[src/pkg/cal_sec_pkg.sv]
// Package: register map, field layouts and constants of the calibration security block
package cal_sec_pkg;

    localparam int CODE_LEN = 12;
    localparam logic [7:0] REG_CTRL_OFS = 8'h00;
    localparam logic [7:0] REG_STATUS_OFS = 8'h04;
    localparam logic [7:0] REG_COUNT_OFS = 8'h08;
    localparam logic [7:0] REG_IRQ_STAT_OFS = 8'h0c;
    localparam logic [7:0] REG_IRQ_MASK_OFS = 8'h10;
    localparam logic [7:0] REG_CHAR_OFS = 8'h14;
    localparam logic [7:0] REG_CMD_OFS = 8'h18;
    localparam logic [7:0] REG_REF_OFS = 8'h1c;
    localparam logic [7:0] REG_ERR_OFS = 8'h20;

    localparam int CMD_UNLOCK = 0;
    localparam int CMD_LOCK = 1;
    localparam int CMD_SETCODE = 2;
    localparam int CMD_CAL = 3;
    localparam int CMD_CLRBUF = 4;
    localparam int CMD_COMMIT = 5;
    localparam int CMD_LOCK_NOCODE = 6;

    localparam int ST_LOCKED_BIT = 0;
    localparam int ST_RESULT_BIT = 1;
    localparam int ST_BUSY_BIT = 2;

    localparam int EV_DONE_BIT = 0;
    localparam int EV_ERR_BIT = 1;

    localparam logic [14:0] COUNT_MAX = 15'h7fff;
    localparam logic LOCKED_RESET = 1'b1;
    localparam logic [31:0] CAL_TOL_RESET = 32'h0000_0100;

    localparam logic [7:0] ERR_NONE = 8'h00;
    localparam logic [7:0] ERR_CAL_FAIL = 8'h01;
    localparam logic [7:0] ERR_CODE_BAD = 8'h02;
    localparam logic [7:0] ERR_SECURED = 8'h03;
    localparam logic [7:0] ERR_FORMAT = 8'h04;

    typedef struct packed {
        logic [7:0] addr;
        logic write;
        logic [31:0] wdata;
    } apb_req_t;

    typedef struct packed {
        logic passed;
        logic [7:0] err;
    } result_t;

endpackage : cal_sec_pkg

[src/rtl/cal_sec.sv]
// Calibration security, calibration counter and command interpreter
//
// What this block does
// - Calibrate query answers 0 pass, 1 fail
// - Calibration runs only when unsecured
// - Failed calibration also logs an error
// - Every calibrate query bumps the counter
// - Counter tops at 32767 then wraps zero
// - Counter rises one per calibrate query, pass or fail
// - Counter readable whether secured or not
// - Counter kept nonvolatile, reset never clears
// - New code accepted only when unsecured
// - New code: letter then letters/digits, max 12
// - Lock code: letter then alnum/underscore, max 12
// - Unlock needs code; lock code optional, checked
// - Lock state set 0/1, queried as 0/1
// - Factory state secured with default code
// - One stored code for panel and remote
// - Code kept nonvolatile across reset
// - Lock state kept nonvolatile across reset
// - Commit adjustments only after all points done
`timescale 1ns/1ps
`default_nettype none

module cal_sec #(
    parameter int POINTS = 7,
    // Arbitrary value
    parameter logic [8*cal_sec_pkg::CODE_LEN-1:0] DEFAULT_CODE = 96'h5a5a_5157_3130_3030_0000_0000
) (
    // Clock and reset
    input wire logic clk_i,
    input wire logic rst_i,
    // Factory restore of the nonvolatile code and lock state, one-cycle pulse
    input wire logic factory_init_i,
    // Front panel path, same code store
    input wire logic panel_unlock_i,
    input wire logic panel_lock_i,
    // Measured reading for the calibration step
    input wire logic [31:0] meas_i,
    // APB slave
    input wire logic psel_i,
    input wire logic penable_i,
    input wire logic pwrite_i,
    input wire logic [7:0] paddr_i,
    input wire logic [31:0] pwdata_i,
    output logic [31:0] prdata_o,
    output logic pready_o,
    output logic pslverr_o,
    // Status outputs
    output logic locked_o,
    output logic commit_o,
    output logic irq_o
);
    import cal_sec_pkg::*;

    localparam int LW = $clog2(CODE_LEN + 1);
    localparam int PW = $clog2(POINTS + 1);

    typedef logic [8*CODE_LEN-1:0] code_t;

    function automatic logic is_letter(input logic [7:0] c);
        return c >= 8'h41 && c <= 8'h5a;
    endfunction : is_letter

    function automatic logic is_digit(input logic [7:0] c);
        return c >= 8'h30 && c <= 8'h39;
    endfunction : is_digit

    // Checks a buffered code; allow_us selects the lock-command alphabet
    function automatic logic code_ok(input code_t b, input logic [LW-1:0] n,
                                     input logic allow_us);
        logic ok;
        ok = (n != '0) && is_letter(b[8*CODE_LEN-1 -: 8]);
        for (int i = 1; i < CODE_LEN; i++) begin
            if (i < int'(n)) begin
                if (!(is_letter(b[8*(CODE_LEN-1-i) +: 8]) || is_digit(b[8*(CODE_LEN-1-i) +: 8])
                      || (allow_us && b[8*(CODE_LEN-1-i) +: 8] == 8'h5f))) begin
                    ok = 1'b0;
                end
            end
        end
        return ok;
    endfunction : code_ok

    // Nonvolatile-style state: factory_init_i restores code and lock, never rst_i
    code_t code_reg, code_next;
    logic locked_reg, locked_next;
    logic [14:0] count_reg, count_next;
    // Blank store at power-up; triggers the one-time factory fill
    logic nv_valid_reg = 1'b0;
    logic nv_valid_next;

    // Volatile state
    code_t buf_reg, buf_next;
    logic [LW-1:0] len_reg, len_next;
    logic [31:0] ref_reg, ref_next;
    logic [31:0] tol_reg, tol_next;
    logic [PW-1:0] points_reg, points_next;
    logic result_reg, result_next;
    logic [7:0] err_reg, err_next;
    logic [1:0] ev_reg, ev_next;
    logic [1:0] mask_reg, mask_next;
    logic commit_reg, commit_next;
    logic irq_reg, irq_next;
    logic [31:0] prdata_reg, prdata_next;
    logic pready_reg, pready_next;
    logic pslverr_reg, pslverr_next;

    apb_req_t req;
    logic wr_en;
    logic rd_en;
    logic [31:0] diff;
    result_t cal_res;

    always_comb begin
        req.addr = paddr_i;
        req.write = pwrite_i;
        req.wdata = pwdata_i;
        // Answer one cycle after the access phase starts
        wr_en = psel_i && penable_i && !pready_reg && req.write;
        rd_en = psel_i && penable_i && !pready_reg && !req.write;
        diff = (meas_i >= ref_reg) ? meas_i - ref_reg : ref_reg - meas_i;
        cal_res.passed = diff <= tol_reg;
        cal_res.err = cal_res.passed ? ERR_NONE : ERR_CAL_FAIL;
    end

    always_comb begin
        logic [1:0] ev_set;
        logic [7:0] new_err;
        logic [3:0] cmd;
        ev_set = 2'b00;
        new_err = ERR_NONE;
        cmd = req.wdata[3:0];
        code_next = code_reg;
        locked_next = locked_reg;
        count_next = count_reg;
        nv_valid_next = nv_valid_reg;
        buf_next = buf_reg;
        len_next = len_reg;
        ref_next = ref_reg;
        tol_next = tol_reg;
        points_next = points_reg;
        result_next = result_reg;
        err_next = err_reg;
        mask_next = mask_reg;
        commit_next = 1'b0;
        prdata_next = prdata_reg;
        pready_next = psel_i && penable_i && !pready_reg;
        pslverr_next = 1'b0;

        // Factory restore of secured state and default code
        if (factory_init_i || !nv_valid_reg) begin
            code_next = DEFAULT_CODE;
            locked_next = 1'b1;
            nv_valid_next = 1'b1;
        end
        // Counter starts from zero only on a blank store, never on restore
        if (!nv_valid_reg) begin
            count_next = '0;
        end
        if (panel_lock_i) begin
            locked_next = 1'b1;
        end else if (panel_unlock_i && buf_reg == code_reg && len_reg != '0) begin
            locked_next = 1'b0;
        end

        if (wr_en) begin
            unique case (req.addr)
                REG_CTRL_OFS: tol_next = req.wdata;
                REG_IRQ_MASK_OFS: mask_next = req.wdata[1:0];
                REG_REF_OFS: ref_next = req.wdata;
                REG_IRQ_STAT_OFS: ;
                REG_CHAR_OFS: begin
                    if (len_reg < LW'(CODE_LEN)) begin
                        buf_next[8*(CODE_LEN-1-int'(len_reg)) +: 8] = req.wdata[7:0];
                        len_next = len_reg + 1'b1;
                    end else begin
                        new_err = ERR_FORMAT;
                    end
                end
                REG_CMD_OFS: begin
                    if (cmd == 4'(CMD_UNLOCK)) begin
                        if (code_ok(buf_reg, len_reg, 1'b1) && buf_reg == code_reg) begin
                            locked_next = 1'b0;
                        end else begin
                            new_err = ERR_CODE_BAD;
                        end
                    end else if (cmd == 4'(CMD_LOCK)) begin
                        if (code_ok(buf_reg, len_reg, 1'b1) && buf_reg == code_reg) begin
                            locked_next = 1'b1;
                        end else begin
                            new_err = ERR_CODE_BAD;
                        end
                    end else if (cmd == 4'(CMD_LOCK_NOCODE)) begin
                        locked_next = 1'b1;
                    end else if (cmd == 4'(CMD_SETCODE)) begin
                        if (locked_reg) begin
                            new_err = ERR_SECURED;
                        end else if (!code_ok(buf_reg, len_reg, 1'b0)) begin
                            new_err = ERR_FORMAT;
                        end else begin
                            code_next = buf_reg;
                        end
                    end else if (cmd == 4'(CMD_CAL)) begin
                        // Counter also bumps on a refused attempt: each query counts
                        count_next = (count_reg == COUNT_MAX) ? '0 : count_reg + 1'b1;
                        if (locked_reg) begin
                            result_next = 1'b1;
                            new_err = ERR_SECURED;
                        end else begin
                            result_next = !cal_res.passed;
                            new_err = cal_res.err;
                            if (cal_res.passed && points_reg < PW'(POINTS)) begin
                                points_next = points_reg + 1'b1;
                            end
                        end
                        ev_set[EV_DONE_BIT] = 1'b1;
                    end else if (cmd == 4'(CMD_COMMIT)) begin
                        if (points_reg == PW'(POINTS)) begin
                            commit_next = 1'b1;
                            points_next = '0;
                        end else begin
                            new_err = ERR_FORMAT;
                        end
                    end else if (cmd == 4'(CMD_CLRBUF)) begin
                        buf_next = '0;
                        len_next = '0;
                    end else begin
                        new_err = ERR_FORMAT;
                    end
                    if (cmd != 4'(CMD_CLRBUF) && cmd != 4'(CMD_CAL) && cmd != 4'(CMD_COMMIT)) begin
                        buf_next = '0;
                        len_next = '0;
                    end
                end
                default: pslverr_next = 1'b1;
            endcase
        end

        if (rd_en) begin
            unique case (req.addr)
                REG_CTRL_OFS: prdata_next = tol_reg;
                REG_STATUS_OFS: prdata_next = {29'h0, 1'b0, result_reg, locked_reg};
                REG_COUNT_OFS: prdata_next = {17'h0, count_reg};
                REG_IRQ_STAT_OFS: prdata_next = {30'h0, ev_reg};
                REG_IRQ_MASK_OFS: prdata_next = {30'h0, mask_reg};
                REG_REF_OFS: prdata_next = ref_reg;
                REG_ERR_OFS: prdata_next = {24'h0, err_reg};
                REG_CHAR_OFS, REG_CMD_OFS: prdata_next = 32'h0;
                default: begin
                    prdata_next = 32'h0;
                    pslverr_next = 1'b1;
                end
            endcase
            // Reading the error word pops it, a later error overrides
            if (req.addr == REG_ERR_OFS) begin
                err_next = ERR_NONE;
            end
        end

        if (new_err != ERR_NONE) begin
            err_next = new_err;
            ev_set[EV_ERR_BIT] = 1'b1;
        end
        // Set wins over write-one-to-clear
        ev_next = ev_reg;
        if (wr_en && req.addr == REG_IRQ_STAT_OFS) begin
            ev_next = ev_reg & ~req.wdata[1:0];
        end
        ev_next = ev_next | ev_set;
        irq_next = |(ev_next & mask_reg);
    end

    // Nonvolatile copies ignore rst_i so they survive resets
    always_ff @(posedge clk_i) begin
        code_reg <= code_next;
        locked_reg <= locked_next;
        count_reg <= count_next;
        nv_valid_reg <= nv_valid_next;
    end

    always_ff @(posedge clk_i or posedge rst_i) begin
        if (rst_i) begin
            buf_reg <= '0;
            len_reg <= '0;
            ref_reg <= 32'h0;
            tol_reg <= CAL_TOL_RESET;
            points_reg <= '0;
            result_reg <= 1'b0;
            err_reg <= ERR_NONE;
            ev_reg <= 2'b00;
            mask_reg <= 2'b00;
            commit_reg <= 1'b0;
            irq_reg <= 1'b0;
            prdata_reg <= 32'h0;
            pready_reg <= 1'b0;
            pslverr_reg <= 1'b0;
        end else begin
            buf_reg <= buf_next;
            len_reg <= len_next;
            ref_reg <= ref_next;
            tol_reg <= tol_next;
            points_reg <= points_next;
            result_reg <= result_next;
            err_reg <= err_next;
            ev_reg <= ev_next;
            mask_reg <= mask_next;
            commit_reg <= commit_next;
            irq_reg <= irq_next;
            prdata_reg <= prdata_next;
            pready_reg <= pready_next;
            pslverr_reg <= pslverr_next;
        end
    end

    always_comb begin
        prdata_o = prdata_reg;
        pready_o = pready_reg;
        pslverr_o = pslverr_reg;
        locked_o = locked_reg;
        commit_o = commit_reg;
        irq_o = irq_reg;
    end

endmodule : cal_sec
`default_nettype wire

[config.mk]
export PLATFORM = sky130hd
export DESIGN_NAME = cal_sec
export DESIGN_NICKNAME = d
export VERILOG_FILES = /design/src/pkg/cal_sec_pkg.sv /design/src/rtl/cal_sec.sv
export SDC_FILE = /design/constraint.sdc
export NUM_CORES = 1
export LEC_CHECK = 0
export BUFFER_PORTS_ARGS = -buffer_cell sky130_fd_sc_hd__buf_4
export CELL_PAD_IN_SITES_DETAIL_PLACEMENT = 2
export CELL_PAD_IN_SITES_GLOBAL_PLACEMENT = 2
export CORE_UTILIZATION = 35
export CTS_CLUSTER_DIAMETER = 150
export DETAILED_ROUTE_END_ITERATION = 6
export PLACE_DENSITY_LB_ADDON = 0.1
export SETUP_SLACK_MARGIN = 0.02
export SLEW_MARGIN = 20
export SYNTH_ARGS = -nofsm -noshare
export SYNTH_HDL_FRONTEND = slang
export SYNTH_SLANG_ARGS = --single-unit
[constraint.sdc]
create_clock -name clk_i -period 7.6 [get_ports clk_i]
set_input_delay 0.76 -clock clk_i [delete_from_list [all_inputs] [get_ports clk_i]]
set_output_delay 0.76 -clock clk_i [all_outputs]
set_load 0.05 [all_outputs]
Word level (Yosys, flattened, before mapping):

Index checks and enable logic that the tools add are counted.

* flip-flop bits (word level): 328
* latch bits: 0
* memory bits (writable): 0
* bits in read-only memories: 0
* input bits: 80
* output and inout bits: 37
* logic and storage cells: 445
* memories: 0

* add/subtract/negate cells: 7
* $mul: 0
* div/mod/pow operators: 0
* $lt $le $gt $ge: 61
* equality and inequality tests: 41
* shift operators: 2
* multiplexer cells: 229
* bitwise logic cells: 8
* reduce and logical (&&, ||, !) cells: 80

Operators with widths (number)
* 96-bit two-way mux: 18
* 32-bit one-hot mux with 7 select lines: 1
* 96-bit one-hot mux with 2 select lines: 1
* 1-bit two-way mux: 164
* 15-bit two-way mux: 8
* 96-bit bitwise mux: 1
* 96-bit == test: 1
* 8-bit by 7-bit >= comparator with 1-bit output (second input constant): 12
* 8-bit by 7-bit less-or-equal comparator with 1-bit output (second input constant): 12
* 8-bit by 33-bit variable shift with 96-bit output (first input constant): 1
* 8-bit by 33-bit indexed part select with 96-bit output: 1
* 8-bit by 7-bit == test with 1-bit output (second input constant): 11
* 8-bit by 6-bit >= comparator with 1-bit output (second input constant): 11
* 8-bit by 6-bit less-or-equal comparator with 1-bit output (second input constant): 11
* 8-bit two-way mux: 10
* 32-bit subtractor: 2
* 1-bit logical AND: 36
* 4-bit two-way mux: 9
* 8-bit negator with 33-bit output: 1
* 8-bit by 5-bit == test with 1-bit output (second input constant): 4
* 32-bit >= comparator: 1
* 32-bit less-or-equal comparator: 1
* 32-bit two-way mux: 1
* 3-bit two-way mux: 10
* 43 further kinds: 100

Longest topological paths before layout:

* depth after elaboration: 73
* gate-level depth with buffers: 24
* depth with buffers taken out: 23

Worst setup path after synthesis:

OpenSTA, ideal clock, no wires.

* path kind: input to register
* from: input meas_i[0]
* to: register points_reg[0]
* setup time: 0.125 ns
* arrival: 5.141 ns
* required time: 7.475 ns
* setup slack: 2.334 ns
* stages on the path: 22
* path through: inv_1 ha_1 inv_1 fa_1 a211oi_1 o211ai_1 nand2_1 o211ai_1 a21oi_2 clkbuf_1 mux2i_1 xor2_1 ha_1 nand2_1 or3_1 nor3_1 o31a_1 nor4_1 nor2_1 a311oi_1 o21ai_0 mux2_2

* longest elaborated chain between the ends: 6

Ends and longest elaborated chain
* start: declaration: line cal_sec.sv:39 `input wire logic [31:0] meas_i,`
* 32-bit subtractor / 32-bit >= comparator (equally long branches): line cal_sec.sv:122 `diff = (meas_i >= ref_reg) ? meas_i - ref_reg : ref_reg - meas_i;`
* 32-bit two-way mux *: line cal_sec.sv:122
* 32-bit less-or-equal comparator *: line cal_sec.sv:123 `cal_res.passed = diff <= tol_reg;`
* 1-bit logical AND *: line cal_sec.sv:213 `if (cal_res.passed && points_reg < PW'(POINTS)) begin`
* 2-bit by 1-bit inequality test with 1-bit output (no source line) *
* 10-bit AND reduction (no source line) *
* end signal: assignment: line cal_sec.sv:303 `points_reg <= points_next;`
* end: declaration: line cal_sec.sv:98 `logic [PW-1:0] points_reg, points_next;`

Every way passes the cells marked *; elsewhere a longest branch is shown, timed or not.
A chain may end at the register's enable or synchronous reset.

Worst setup path after layout:

* from: register ref_reg[13]
* to: register points_reg[0]

* longest elaborated chain between the ends: 6

Ends and longest elaborated chain
* start: declaration: line cal_sec.sv:96 `logic [31:0] ref_reg, ref_next;`
* start signal: assignment: line cal_sec.sv:301 `ref_reg <= ref_next;`
* 32-bit subtractor / 32-bit >= comparator (equally long branches): line cal_sec.sv:122
* 32-bit two-way mux *: line cal_sec.sv:122
* 32-bit less-or-equal comparator *: line cal_sec.sv:123
* 1-bit logical AND *: line cal_sec.sv:213
* 2-bit by 1-bit inequality test with 1-bit output (no source line) *
* 10-bit AND reduction (no source line) *

Marks and branches as above.

==> results.ini <==
[worst_setup_path]
rr_endpoint = points_reg[0]
worstPathArrival_ns = 6.78
reg2regPathDepth = 21
worst_path_largest_cell_delay_ns = 0.85
required_ns = 8.07
cp_common_cell = o21ai_0
critical-path-slowest-cell = o21ai_0
r2r_start = ref_reg[13]
crit_fanout = 16
crit_type = flip-flop to flip-flop
r2r_slack_ns = 1.29
setup.worst_path.end_class = flip-flop
path_delay_family = compound AO/OA/AOI/OAI gates
path_buf_inv = 2
path_cells = ha_1, a21oi_1, o21ai_0, o2111ai_1, inv_1, a21oi_4, buf_4, o211ai_1, o21ai_0, o41ai_1, xor2_1, ha_1, nand4_1, nor3_1, nor4_1, o31ai_1, nor4_1, nor2_1, a311oi_1, o21ai_0, mux2_2
startpoint_type = flip-flop

[clocking]
numCtsBuffers = 43
clkTransAtPathRegs_ns = 0.06
h-tree-depth = 2
cts_setup_buffers = 0
cts_max_path_buffers = 3
ctsResizeCount = 0
cts_tree = done
cts_num_sinks = 323
hold_buffers = 0
clockRootBuffer = clkbuf_16
clkLatencyLatePin_ns = 0.59

[die]
ios = 117
die_x_um = 239
die_y_um = 239
fp.dieArea_sq_um = 57300
rows = 86
initial_core_util_pct = 35.6
coreArea_sq_um = 55400

[layout]
nets = 2571
antenna_cells_inserted = 0
fin_util_pct = 40.8
instances_no_fill = 3162
fillers = 6199
synthToLayoutAreaGrowth_pct = 14.6
drive_gt1_share_pct = 10.9

[placed_design]
hpwl_um = 55400
place_congestion = 0.872
io_buffers = 116
numPlacedInstances = 3082
place_ws_ns = 0.799

[sta]
grt_setup_unrepaired = no
fmax_mhz = 158
setup-tns-final_ns = 0
period_needed_ns = 6.31
drv_slew = 0
finClkSkew_ns = 0.0151
slew_headroom_pct = 25.6
hold_violations = 0
finalCritPeriodShare_pct = 83.1
setup_viol = 0
worst_pin_slew_ns = 1.12
setup_ws_ns = 1.29

[pwr]
sequentialPowerShare_pct = 40.1
power_frac_comb_pct = 13.0
swShare_pct = 28.3
p_clk_share_pct = 46.9
powerDensity_nw_per_um2 = 198
total_power_mw = 4.48
p_int_mw = 3.21
p_sw_mw = 1.27
p_leak_nw = 9.89
peakVddDrop_mv = 0.166

[job]
drv_cap = 0

[drt]
vias = 17729
first_iter_violations = 817
post-route-drc-count = 0
routed_wl_um = 75000
vias_per_cell = 5.61
avgRoutedWirePerCell_um = 23.7
ant_nets = 0
firstDrtPassIters = 5

[synth]
synth.avg_cell_area_sq_um = 8.48
ys_ff_latch = 323
yosysWarnings = 0
ys.flop_type = dfrtp_1
synth_edf_count = 15
synthArstFlopShare_pct = 65.3
syn_area_sq_um = 19700
syn_nets = 2517
yosysSeqAreaShare_pct = 38.9
ys_types = 89
syn_inst = 2325

[outcome]
outcome = completed

[global_routing]
antenna_found_initial = 0
grt_max_degree = 102
grt_pass1_vias = 19417
grt_overflow = 0
grt_use_total_pct = 26.5
grt_pass1_wl_um = 117000

[worst_hold_path]
hold_path.class = input pin to asynchronous set/reset pin

[layer usage]
layer  vias to the layer above  global-route usage [%]  part of all wire, %
met5                         -                       0                    0
met4                         0                    9.98                  3.5
met3                       115                    2.58                  2.1
met2                       236                    48.3                   52
met1                      9092                    32.0                   43
li1                       8286                       -                    -
[metrics by stage]
step           hold WS, ns  cell area (sq um)
2_1_floorplan        0.438              19700
3_3_place_gp         0.451              21100
3_5_place_dp         0.457              21100
4_1_cts              0.343              22600
5_1_grt              0.369              22600
6_report             0.320              22600
[power by group through the flow]
| stage | Clock (mW) | Sequential (mW) | Combinational, mW |
|---|---|---|---|
| after detailed placement | 0 | 1.83 | 0.584 |
| after global routing | 2.22 | 1.80 | 0.627 |
| after floorplan | 0 | 1.94 | 0.243 |
| final | 2.10 | 1.80 | 0.581 |
| after CTS | 2.16 | 1.80 | 0.587 |
| after global placement | 0 | 1.83 | 0.570 |
[synthesized netlist by cell type, types with 39 or more instances]
cell type / n / area [sq um]
inv_1: 144 / 541
a21oi_1: 146 / 731
dfrtp_1: 210 / 5260
nor3_1: 52 / 260
clkbuf_1: 91 / 342
dfxtp_1: 97 / 1940
o31ai_1: 39 / 293
nand3b_1: 64 / 480
nand2_1: 347 / 1300
ha_1: 109 / 1360
xnor2_1: 87 / 762
xor2_1: 53 / 464
nand4_1: 54 / 338
o21ai_0: 188 / 941
nor2_1: 154 / 578
[cell usage in the layout, fill, tap and decap left out, drive strengths merged, types with 16 or more instances in the layout]
| master | synthesis | routed |
|---|---|---|
| nand2 | 347 | 347 |
| o21ai | 216 | 216 |
| dfrtp | 210 | 210 |
| nor2 | 156 | 156 |
| a21oi | 147 | 147 |
| inv | 145 | 146 |
| buf | 29 | 130 |
| ha | 109 | 109 |
| dfxtp | 97 | 97 |
| xnor2 | 87 | 87 |
| nand3b | 74 | 74 |
| clkbuf | 92 | 68 |
| nor3 | 56 | 56 |
| nand4 | 54 | 54 |
| xor2 | 53 | 53 |
| o31ai | 39 | 39 |
| nand3 | 36 | 36 |
| a21o | 35 | 35 |
| nor2b | 23 | 23 |
| a22oi | 23 | 23 |
| nor4 | 22 | 22 |
| mux2i | 20 | 20 |
| o22ai | 18 | 18 |
| nand2b | 16 | 16 |
| o21bai | 16 | 16 |
[worst register-to-register path, stage by stage (launching register included)]
cell and delay [ns]:
dfrtp_1 0.42, ha_1 0.56, a21oi_1 0.15, o21ai_0 0.85, o2111ai_1 0.28, inv_1 0.16, a21oi_4 0.15, buf_4 0.26
o211ai_1 0.11, o21ai_0 0.18, o41ai_1 0.44, xor2_1 0.22, ha_1 0.27, nand4_1 0.12, nor3_1 0.08, nor4_1 0.31
o31ai_1 0.13, nor4_1 0.45, nor2_1 0.16, a311oi_1 0.30, o21ai_0 0.24, mux2_2 0.35
[kinds of logic (layout without fill, tap and decap cells)]
family                   after synthesis  after routing  share of synthesized area [%]
AND/OR/NAND/NOR                      856            856                           21.6
AO/OA/AOI/OAI                        600            600                           18.9
flip-flops                           323            323                           38.9
buffers and inverters                266            355                           5.61
XOR/XNOR                             140            140                           6.22
adder cells (fa/ha/maj)              112            112                           7.22
multiplexers                          28             28                           1.49
[area by class of cell]
type                    count  area (sq um)  share of cell area [%]
clock buffers              68          1280                    5.67
clock inverters            12           179                   0.792
inverters                 145           552                    2.44
multi-input cells        1736         11000                    48.7
flip-flops and latches    323          7670                    34.0
well taps                 748           936                    4.14
repair buffers            130           976                    4.32
[worst max path at each step]
stage,slack [ns],cells past startpoint,end,start
2_1_floorplan,1.08,1,buf_reg[0],rst_i
3_3_place_gp,1.01,22,points_reg[0],meas_i[13]
3_5_place_dp,0.80,22,points_reg[0],meas_i[15]
4_1_cts,1.26,20,points_reg[0],ref_reg[13]
5_1_grt,1.03,20,points_reg[0],ref_reg[13]
6_report,1.29,21,points_reg[0],ref_reg[13]
Power figures use the tool's default switching activity.
